==> config.mk <==
export PLATFORM = sky130hd
export DESIGN_NAME = irq_host_ctrl
export DESIGN_NICKNAME = d
export VERILOG_FILES = /design/src/hw/irq_host_pkg.sv /design/src/hw/irq_host_ctrl.sv /design/src/hw/pin_sync.sv
export SDC_FILE = /design/constraint.sdc
export NUM_CORES = 1
export LEC_CHECK = 0
export BUFFER_PORTS_ARGS = -buffer_cell sky130_fd_sc_hd__buf_4
export CAP_MARGIN = 20
export CORE_MARGIN = 2
export CORE_UTILIZATION = 30
export CTS_BUF_LIST = sky130_fd_sc_hd__clkbuf_16
export DETAILED_ROUTE_END_ITERATION = 7
export GPL_TIMING_DRIVEN = 0
export PLACE_DENSITY_LB_ADDON = 0.12
export SYNTH_ARGS = -nofsm -noshare
export SYNTH_HDL_FRONTEND = slang
export SYNTH_HIERARCHICAL = 1
export SYNTH_SLANG_ARGS = --single-unit
export TNS_END_PERCENT = 10
==> constraint.sdc <==
create_clock -name core_clk -period 3.32 [get_ports core_clk]
set_input_delay 0.664 -clock core_clk [delete_from_list [all_inputs] [get_ports core_clk]]
set_output_delay 0.664 -clock core_clk [all_outputs]
set_load 0.02 [all_outputs]
==> src/hw/irq_host_pkg.sv <==
package irq_host_pkg;

  // ==========================================
  // software port map
  localparam logic [7:0] OFF_OP = 8'h00;
  localparam logic [7:0] OFF_RESULT = 8'h04;
  localparam logic [7:0] OFF_STATUS = 8'h08;

  // ==========================================
  // op field of a write to OFF_OP
  localparam int OP_LSB = 8;
  localparam int OP_MSB = 10;
  localparam int LEVEL_MSB = 2;
  localparam logic [2:0] OP_WR_CMD = 3'h0;
  localparam logic [2:0] OP_WR_DATA = 3'h1;
  localparam logic [2:0] OP_RD_STATUS = 3'h2;
  localparam logic [2:0] OP_RD_DATA = 3'h3;
  localparam logic [2:0] OP_ACK = 3'h4;
  localparam logic [2:0] OP_RESP_SEL = 3'h5;

  // response memory preselect opcode base, level in low three bits
  localparam logic [7:0] RESP_SEL_BASE = 8'he0;

  // ==========================================
  // status bit positions
  localparam int ST_BUSY = 0;
  localparam int ST_IRQ = 1;
  localparam int ST_RESP = 2;
  localparam int ST_WAIT = 3;
  localparam int ST_FIRST = 4;
  localparam int ST_REFUSED = 5;

  // ==========================================
  // pin timing
  localparam int CLK_PERIOD_NS = 8;
  localparam int T_SETUP_NS = 50;
  localparam int T_STROBE_NS = 300;
  localparam int T_RECOVER_NS = 100;
  localparam int T_ACK_NS = 300;
  localparam int SETUP_CYC = (T_SETUP_NS + CLK_PERIOD_NS - 1) / CLK_PERIOD_NS;
  localparam int STROBE_CYC = (T_STROBE_NS + CLK_PERIOD_NS - 1) / CLK_PERIOD_NS;
  localparam int RECOVER_CYC = (T_RECOVER_NS + CLK_PERIOD_NS - 1) / CLK_PERIOD_NS;
  localparam int ACK_CYC = (T_ACK_NS + CLK_PERIOD_NS - 1) / CLK_PERIOD_NS;

  // ==========================================
  // pin carriers
  typedef struct packed {
    logic chip_select_n;
    logic port_select;
    logic read_strobe_n;
    logic store_strobe_n;
    logic ack_pulse_n;
    logic [7:0] data;
    logic data_oe_n;
  } pins_out_s;

  typedef struct packed {
    logic ack_wait_n;
    logic response_active_n;
    logic group_irq;
    logic [7:0] data;
  } pins_in_s;

  localparam pins_out_s PINS_IDLE = '{1'b1, 1'b0, 1'b1, 1'b1, 1'b1, 8'h00, 1'b1};

  typedef enum logic [2:0] {
    ST_IDLE = 3'b000,
    ST_SETUP = 3'b001,
    ST_STROBE = 3'b010,
    ST_RECOVER = 3'b011,
    ST_ACK = 3'b100
  } state_e;

endpackage

==> src/hw/irq_host_ctrl.sv <==
// Operation
// - host never asserts both strobes, never acknowledges while selecting
// - host sends a fresh preselect before loading each level
// - host holds first acknowledge until wait goes high
// - host stretches only the first acknowledge while wait is low; later acknowledges end after the counted width
//
// The strobed register port and the register addresses are this design's own decisions.
`timescale 1ns/1ps
module irq_host_ctrl
  import irq_host_pkg::*;
#(
  parameter int SETUP_CYCLES = SETUP_CYC,
  parameter int STROBE_CYCLES = STROBE_CYC,
  parameter int RECOVER_CYCLES = RECOVER_CYC,
  parameter int ACK_CYCLES = ACK_CYC,
  parameter logic [7:0] RESP_SEL_CMD = RESP_SEL_BASE
) (
  input wire logic core_clk,
  input wire logic nrst,
  input wire logic [7:0] addr,
  input wire logic [31:0] wdata,
  input wire logic wr_en,
  input wire logic rd_en,
  output logic [31:0] rdata,
  input wire irq_host_pkg::pins_in_s pins_i,
  output irq_host_pkg::pins_out_s pins_o
);
  import irq_host_pkg::*;

  // ==========================================
  // pin input synchronisers
  pins_in_s syn;
  logic [10:0] syn_vec;

  pin_sync #(
    .W(11),
    .INIT(11'h600)
  ) u_sync (
    .core_clk(core_clk),
    .nrst(nrst),
    .raw(pins_i),
    .stable(syn_vec)
  );

  assign syn = syn_vec;

  // ==========================================
  // state
  state_e state_r;
  state_e state_nxt;
  pins_out_s pins_r;
  pins_out_s pins_nxt;
  logic [7:0] cnt_r;
  logic [7:0] cnt_nxt;
  logic [2:0] op_r;
  logic [2:0] op_nxt;
  logic [7:0] result_r;
  logic [7:0] result_nxt;
  logic first_r;
  logic first_nxt;
  logic refused_r;
  logic refused_nxt;
  logic [31:0] rdata_r;
  logic [31:0] rdata_nxt;

  // ==========================================
  // software port decode
  wire op_hit = wr_en && (addr == OFF_OP);
  wire idle = (state_r == ST_IDLE);
  wire op_go = op_hit && idle;
  wire op_refused = op_hit && !idle;
  wire status_rd = rd_en && (addr == OFF_STATUS);
  wire [2:0] op_in = wdata[OP_MSB:OP_LSB];
  wire [7:0] byte_in = wdata[7:0];
  wire is_read = (op_r == OP_RD_STATUS) || (op_r == OP_RD_DATA);
  wire cnt_done = (cnt_r == 8'h00);
  wire [7:0] cnt_dec = cnt_done ? 8'h00 : cnt_r - 8'h01;
  wire [7:0] resp_sel_byte = RESP_SEL_CMD | {5'h00, wdata[LEVEL_MSB:0]};
  // first acknowledge ends only after wait rose
  wire ack_may_end = cnt_done
                  && (!first_r || (syn.ack_wait_n && !syn.response_active_n));

  wire [7:0] status_byte = {2'b00, refused_r, first_r, !syn.ack_wait_n,
                            !syn.response_active_n, syn.group_irq, !idle};
  wire [7:0] rd_sel = (addr == OFF_RESULT) ? result_r
                    : (addr == OFF_STATUS) ? status_byte : 8'h00;

  // ==========================================
  // pin sequencer
  always_comb
  begin
    state_nxt = state_r;
    pins_nxt = pins_r;
    cnt_nxt = cnt_dec;
    op_nxt = op_r;
    result_nxt = result_r;
    first_nxt = first_r;
    case (state_r)
      ST_IDLE:
      begin
        if (op_go)
        begin
          op_nxt = op_in;
          if (op_in == OP_ACK)
          begin
            pins_nxt.ack_pulse_n = 1'b0;
            pins_nxt.chip_select_n = 1'b1;
            pins_nxt.data_oe_n = 1'b1;
            first_nxt = syn.response_active_n;
            cnt_nxt = 8'(ACK_CYCLES - 1);
            state_nxt = ST_ACK;
          end
          else
          begin
            pins_nxt.chip_select_n = 1'b0;
            pins_nxt.port_select = (op_in == OP_WR_CMD) || (op_in == OP_RD_STATUS)
                                || (op_in == OP_RESP_SEL);
            pins_nxt.data = (op_in == OP_RESP_SEL) ? resp_sel_byte : byte_in;
            pins_nxt.data_oe_n = (op_in == OP_RD_STATUS) || (op_in == OP_RD_DATA);
            cnt_nxt = 8'(SETUP_CYCLES - 1);
            state_nxt = ST_SETUP;
          end
        end
      end
      ST_SETUP:
      begin
        if (cnt_done)
        begin
          // exactly one strobe at a time
          pins_nxt.read_strobe_n = !is_read;
          pins_nxt.store_strobe_n = is_read;
          cnt_nxt = 8'(STROBE_CYCLES - 1);
          state_nxt = ST_STROBE;
        end
      end
      ST_STROBE:
      begin
        if (cnt_done)
        begin
          pins_nxt.read_strobe_n = 1'b1;
          pins_nxt.store_strobe_n = 1'b1;
          if (is_read)
          begin
            result_nxt = syn.data;
          end
          cnt_nxt = 8'(RECOVER_CYCLES - 1);
          state_nxt = ST_RECOVER;
        end
      end
      ST_ACK:
      begin
        if (ack_may_end)
        begin
          pins_nxt.ack_pulse_n = 1'b1;
          result_nxt = syn.data;
          cnt_nxt = 8'(RECOVER_CYCLES - 1);
          state_nxt = ST_RECOVER;
        end
      end
      ST_RECOVER:
      begin
        if (cnt_done)
        begin
          pins_nxt.chip_select_n = 1'b1;
          pins_nxt.port_select = 1'b0;
          pins_nxt.data_oe_n = 1'b1;
          state_nxt = ST_IDLE;
        end
      end
      default:
      begin
        pins_nxt = PINS_IDLE;
        state_nxt = ST_IDLE;
      end
    endcase
  end

  // refused flag: a refusal wins over the clearing read
  assign refused_nxt = op_refused ? 1'b1 : (status_rd ? 1'b0 : refused_r);
  assign rdata_nxt = rd_en ? {24'h000000, rd_sel} : 32'h00000000;

  always_ff @(posedge core_clk or negedge nrst)
  begin
    if (!nrst)
    begin
      state_r <= ST_IDLE;
      pins_r <= PINS_IDLE;
      cnt_r <= 8'h00;
      op_r <= OP_WR_CMD;
      result_r <= 8'h00;
      first_r <= 1'b0;
      refused_r <= 1'b0;
      rdata_r <= 32'h00000000;
    end
    else
    begin
      state_r <= state_nxt;
      pins_r <= pins_nxt;
      cnt_r <= cnt_nxt;
      op_r <= op_nxt;
      result_r <= result_nxt;
      first_r <= first_nxt;
      refused_r <= refused_nxt;
      rdata_r <= rdata_nxt;
    end
  end

  assign pins_o = pins_r;
  assign rdata = rdata_r;

  // ==========================================
  // checks
  a_strobe_exclusive: assert property (
    @(posedge core_clk) disable iff (!nrst)
    !(!pins_r.read_strobe_n && !pins_r.store_strobe_n))
    else $error("both strobes low");

  a_ack_not_selected: assert property (
    @(posedge core_clk) disable iff (!nrst)
    !pins_r.ack_pulse_n |-> pins_r.chip_select_n)
    else $error("acknowledge while chip selected");

  a_resp_sel_byte: assert property (
    @(posedge core_clk) disable iff (!nrst)
    op_go && (op_in == OP_RESP_SEL)
    |=> pins_r.port_select && !pins_r.chip_select_n
        && (pins_r.data == $past(resp_sel_byte)))
    else $error("preselect command not driven on control port");

  a_first_ack_hold: assert property (
    @(posedge core_clk) disable iff (!nrst)
    $rose(pins_r.ack_pulse_n) && first_r |-> $past(syn.ack_wait_n))
    else $error("first acknowledge released while wait low");

  a_ack_min_width: assert property (
    @(posedge core_clk) disable iff (!nrst)
    $fell(pins_r.ack_pulse_n) |-> !pins_r.ack_pulse_n [*8])
    else $error("acknowledge pulse too short");

  a_wait_stretch: assert property (
    @(posedge core_clk) disable iff (!nrst)
    !pins_r.ack_pulse_n && first_r && !syn.ack_wait_n |=> !pins_r.ack_pulse_n)
    else $error("acknowledge ended while not ready");

endmodule

==> src/hw/pin_sync.sv <==
`timescale 1ns/1ps
module pin_sync #(
  parameter int W = 11,
  parameter logic [W-1:0] INIT = '0
) (
  input wire logic core_clk,
  input wire logic nrst,
  input wire logic [W-1:0] raw,
  output logic [W-1:0] stable
);
  // ==========================================
  // three stages, accept when last two agree
  genvar i;
  generate
    for (i = 0; i < W; i++)
    begin : g_bit
      logic s1_r;
      logic s2_r;
      logic s3_r;
      logic out_r;
      always_ff @(posedge core_clk or negedge nrst)
      begin
        if (!nrst)
        begin
          s1_r <= INIT[i];
          s2_r <= INIT[i];
          s3_r <= INIT[i];
          out_r <= INIT[i];
        end
        else
        begin
          s1_r <= raw[i];
          s2_r <= s1_r;
          s3_r <= s2_r;
          if (s2_r == s3_r)
          begin
            out_r <= s3_r;
          end
        end
      end
      assign stable[i] = out_r;
    end
  endgenerate
endmodule

[After elaboration in Yosys (flattened, before gate mapping)]
Cells that the tools add are included.
Operators by class
  multipliers: 0
  reduce and logical (&&, ||, !) cells: 35
  muxes and demuxes: 41
  shift-type cells: 0
  divide/modulo/power cells: 0
  order comparisons: 0
  bitwise operators: 4
  add/sub/neg operators: 1
  equal/unequal tests: 31
Operator list (number)
  $mux W8: 12
  $pmux W8 S2: 2
  $pmux W8 S4: 1
  $eq A3 B2 Y1 const B: 6
  $mux W3: 6
  $logic_not A8 Y1: 2
  $pmux W3 S5: 1
  $mux W6: 2
  $ne A2 B2 Y1 const B: 6
  $pmux W2 S3: 2
  $reduce_and A3 Y1: 4
  $reduce_and A4 Y1: 3
  $eq A1 B1 Y1: 11
  $mux W10: 1
  $eq A3 B3 Y1 const B: 3
  $reduce_or A3 Y1: 3
  $eq A8 B3 Y1 const B: 1
  $eq A8 B4 Y1 const B: 1
  $mux W1: 8
  $mux W2: 4
  $sub A8 B1 Y8 const B: 1
  $logic_and A1 B1 Y1: 6
  $logic_not A3 Y1: 2
  $pmux W1 S3: 2
  9 further kinds: 22
Storage, ports and cells
  bits in latches: 0
  input port bits: 55
  register bits after elaboration: 90
  output and inout bits: 46
  logic and storage cells: 170
  memory bits (writable): 0
  ROM bits: 0
  memories: 0

[Depth between registers and ports, before layout]
  depth after elaboration: 6
  mapped depth: 8
  mapped depth without buffers: 7

[Hierarchy]
The synthesis kept the hierarchy.
Modules (own cells, without submodules)
  irq_host_ctrl: times used 1, cells each 249, area an instance 2389.8 um2, seq. area each 1132.3 um2
  pin_sync: times used 1, cells each 66, area an instance 1317.5 um2, seq. area each 1111.1 um2

[Least setup slack after synthesis]
Ideal clock, no wire load.
  path type: register to register
  from: reg cnt_r[0]
  to: reg result_r[0]
  path buffers: 2
  stages on the path, launching flop included: 9
  setup time: 0.125 ns
  arrival: 2.210 ns
  period minus slack after synthesis: 2.336 ns
  required time: 3.195 ns
  path slack: 0.984 ns
  path through: dfrtp_1 inv_1 ha_1 or4b_4 or2_1 buf_6 or3_4 buf_6 mux2_4
Between the ends
  longest elaborated chain between the ends: 4
  elaborated cells on any way between the ends: 5
  those cells by class: eq/ne: 2; reduce/logical: 3
RTL lines
  from (decl): RTL line irq_host_ctrl.sv:53  | logic [7:0] cnt_r;
  from (signal assigned): RTL line irq_host_ctrl.sv:199  | cnt_r <= cnt_nxt;
  $logic_not A8 Y1 (*): RTL line irq_host_ctrl.sv:76  | wire cnt_done = (cnt_r == 8'h00);
  $logic_and A1 B1 Y1: RTL line irq_host_ctrl.sv:81  | && (!first_r || (syn.ack_wait_n && !syn.response_active_n));
  $ne A2 B2 Y1 (no line)
  $reduce_and A4 Y1 (no line) (*)
  to (signal assigned): RTL line irq_host_ctrl.sv:201  | result_r <= result_nxt;
  to (decl): RTL line irq_host_ctrl.sv:57  | logic [7:0] result_r;
Mark *: on every way between the ends. The rest lies on a longest branch, timed or not.
A chain may end at the register's enable or synchronous reset.

[Final worst setup path]
  from: reg state_r[0]
  to: reg pins_r, in the netlist pins_o[8]
Between the ends
  longest elaborated chain between the ends: 4
  elaborated cells on any way between the ends: 12
  those cells by class: eq/ne: 6; mux: 1; bitwise: 1; reduce/logical: 4
RTL lines
  from (decl): RTL line irq_host_ctrl.sv:49  | state_e state_r;
  from (signal assigned): RTL line irq_host_ctrl.sv:197  | state_r <= state_nxt;
  $eq A3 B2 Y1 (tied with other cells): RTL line irq_host_ctrl.sv:98  | case (state_r)
  $reduce_or A4 Y1 (no line) or $logic_and A1 B1 Y1 (tied branches)
  $not A1 Y1 (no line) or $ne A2 B1 Y1 (tied branches)
  $reduce_and A3 Y1 (no line)
  to (signal assigned): RTL line irq_host_ctrl.sv:198  | pins_r <= pins_nxt;
  to (decl): RTL line irq_host_ctrl.sv:51  | pins_out_s pins_r;
Several ways; a longest one is shown, not always the timed one.

==> flow_summary.toml <==
[finish]
fill_cells = 1177
drive_gt1_frac = 0.368
n_antenna_cell = 0
instances_no_fill = 578
finalNetCount = 462
area_growth_pct = 28.5
stdcell_area_um2 = 4760

[setup_path]
reg2reg_to = "pins_o[8]$_DFFE_PN0P_"
ff2ff_setup_slack_ps = 520
crit_fanout = 10
cp_top_family = "simple AND/OR/NAND/NOR gates"
required_ps = 3530
ff2ff_path_depth = 6
path_depth = 6
cp-end-kind = "flip-flop"
critPathMaxStageDelay_ps = 760
crit_path_end = "pins_o[8]$_DFFE_PN0P_"
cp_cell_sequence = "clkbuf_1, nor3_1, nand4_1, nor2_1, buf_2, o21ai_0"
crit_buf_inv = 2
startpoint = "state_r[0]$_DFFE_PN0P_"
critPathKind = "flip-flop to flip-flop"
worstReg2RegStart = "state_r[0]$_DFFE_PN0P_"
crit_arrival_ps = 3010
worst_setup_path_start_kind = "flip-flop"
cp_slowest_cell = "nor3_1"

[global_routing]
grt_pass1_vias = 2302
met2_usage = 0.181
use_met3 = 0.0285
grt_overflow = 0
busiest_layer = "met2"
met1_usage = 0.156
grt_first_pass_wirelength_um = 11800
grt_max_degree = 48
grtUsageTotal = 0.117
antenna_found_initial = 0

[synth]
synth_common_cells = "dfrtp_1 (76), buf_4 (35), nand2_1 (28)"
synth_edf_count = 0
synthFlopType = "dfrtp_1"
synthArstFlopShare = 1.00
synth_seq_cells = 89
ys_top_cells_by_area = "dfrtp_1 (51%), dfstp_2 (9.2%), buf_4 (7.1%)"
synth_compound_area_frac = 0.0813
ys_types = 49
yosys.area_share.simple = 0.134
yosysWarnings = 6
synth_top_cell_by_area = "dfrtp_1"
synth_xor_area_frac = 0.00945
syn_inst = 315
yosysTopAreaCellShare = 0.513
synthMuxAreaShare = 0.0381
synth_seq_area_share = 0.605
synth_top_family_by_area = "simple AND/OR/NAND/NOR gates"
syn_area_per_cell_um2 = 11.8
yosysMostFrequentCell = "dfrtp_1"
synth_adder_area_share = 0.0402
synthesis.area_um2 = 3710

[die]
die_h_um = 115
die_area_um2 = 13300
rows = 40
ios = 101
fp.dieW_um = 115
core-area_um2 = 12100
initial_core_util = 0.307

[sta]
slew_headroom = 0.402
final.setup.tns_ps = 0
rsz0062_at_grt = "no"
fin_hold_ws_ps = 309
finClkSkew_ps = 6.89
clock.fmax_mhz = 357
worst_pin_slew_ps = 891
fin_crit_ps = 2800
post-route-period-util = 0.845
finalHoldViolations = 0
finalSetupViolations = 0
fin_ws_ps = 515
slew_violations = 0

[detailed_routing]
post_drt_wl_per_cell_um = 12.2
drt-initial-drc-count = 66
post-route-drc-count = 0
vias = 2387
firstDrtPassIters = 4
ant_nets = 0
drt_wl_total_um = 7080
via_per_inst = 4.13

[placement]
globalplace.congestion = 0.801
placed_area_um2 = 4440
portBuffers = 55
place_hpwl_um = 5110
dp_slack_ps = 278
dp.cells = 562

[run]
maxCapViolations = 0

[clocking]
cts_setup_buffers = 0
clock_latency_ps = 330
ctsRootBufferMaster = "clkbuf_16"
cts_buffers = 9
htreeDepth = 3
clock-sinks = 89
clkTransAtPathRegs_ps = 70
cts_resized = 0
cts_tree = "built"
cts_buffer_depth = 2
ctsHoldBuffers = 0

[run_status]
status = "finished clean"

[worst_hold_path]
worstHoldPathType = "input pin to asynchronous set/reset pin"

[power]
total_leakage_power_nw = 2.25
power_per_cell_area_nw_per_um2 = 585
peakVddDrop_mv = 0.218
==> through the flow <==
| stage | util | power [mW] |
|---|---|---|
| floorplan | - | 1.61 |
| global placement | 0.366 | 1.74 |
| detailed placement | 0.368 | 1.75 |
| CTS | 0.395 | 2.84 |
| global route | 0.395 | 2.96 |
| finish | 0.395 | 2.79 |
==> routing by layer <==
layer  wire length (µm)  vias to the layer above
met5                  0                        -
met4                 99                        0
met3                249                        6
met2               3430                       49
met1               3300                     1138
li1                   -                     1194
==> logic make-up (layout without fill, tap and decap cells) <==
group / count (synthesis) / after routing
muxes: 10 / 10
adders and majority gates: 13 / 13
other: 1 / 24
AOI/OAI and AO/OA: 49 / 49
xor gates and xnor gates: 4 / 4
and+or+nand+nor: 99 / 99
DFF: 89 / 89
buffers and inverters: 50 / 122
==> worst min-delay path by stage <==
stage / endpoint / from
floorplan: u_sync/g_bit[0].s2_r$_DFF_PN0_ / u_sync/g_bit[0].s1_r$_DFF_PN0_
global placement: u_sync/g_bit[4].s2_r$_DFF_PN0_ / u_sync/g_bit[4].s1_r$_DFF_PN0_
detailed placement: u_sync/g_bit[6].s2_r$_DFF_PN0_ / u_sync/g_bit[6].s1_r$_DFF_PN0_
CTS: u_sync/g_bit[5].s1_r$_DFF_PN0_ / nrst
global route: u_sync/g_bit[5].s1_r$_DFF_PN0_ / nrst
finish: u_sync/g_bit[5].s1_r$_DFF_PN0_ / nrst
==> state kept, by name, indices dropped and copies added, names as in the netlist, 2 cells and up <==
signal and cells:
result_r 8, cnt_r 8, u_sync/g_bit.s3_r 11, pins_o 14, u_sync/g_bit.s1_r 11, op_r 2
state_r 3, rdata 8, u_sync/g_bit.out_r 11, u_sync/g_bit.s2_r 11
==> cell type report <==
type / instances / area, µm² / area share
Sequential cell: 89 / 2240 / 0.471
Multi-Input combinational cell: 199 / 1210 / 0.255
Timing Repair Buffer: 56 / 440 / 0.0924
Buffer: 44 / 313 / 0.0657
Clock buffer: 9 / 225 / 0.0473
Tap cell: 168 / 210 / 0.0441
Clock inverter: 7 / 95.1 / 0.0200
Inverter: 6 / 22.5 / 0.00473
==> where the power goes <==
group	switching, mW	internal [mW]	total [mW]
clock	0.451	0.605	1.06
combinational	0.240	0.229	0.468
sequential	0.0743	1.19	1.26
==> placed cells by master, fill, tap and decap left out, types with 3 or more instances in the layout <==
| cell | n |
|---|---|
| nand2b_1 | 5 |
| mux2_4 | 8 |
| nand2_1 | 28 |
| o22ai_1 | 3 |
| nor3b_1 | 4 |
| nor3_1 | 4 |
| nor2b_1 | 4 |
| conb_1 | 24 |
| buf_4 | 90 |
| maj3_2 | 11 |
| nand3_1 | 8 |
| nor2_1 | 25 |
| and3_1 | 4 |
| dfrtp_1 | 76 |
| o21ai_0 | 16 |
| or2_2 | 4 |
| a21oi_1 | 13 |
| dfstp_2 | 13 |
| or3_1 | 3 |
| clkbuf_16 | 9 |
| inv_1 | 6 |
| clkbuf_1 | 6 |
| a22oi_1 | 4 |
Note: power is estimated with default switching activity, not from simulation.
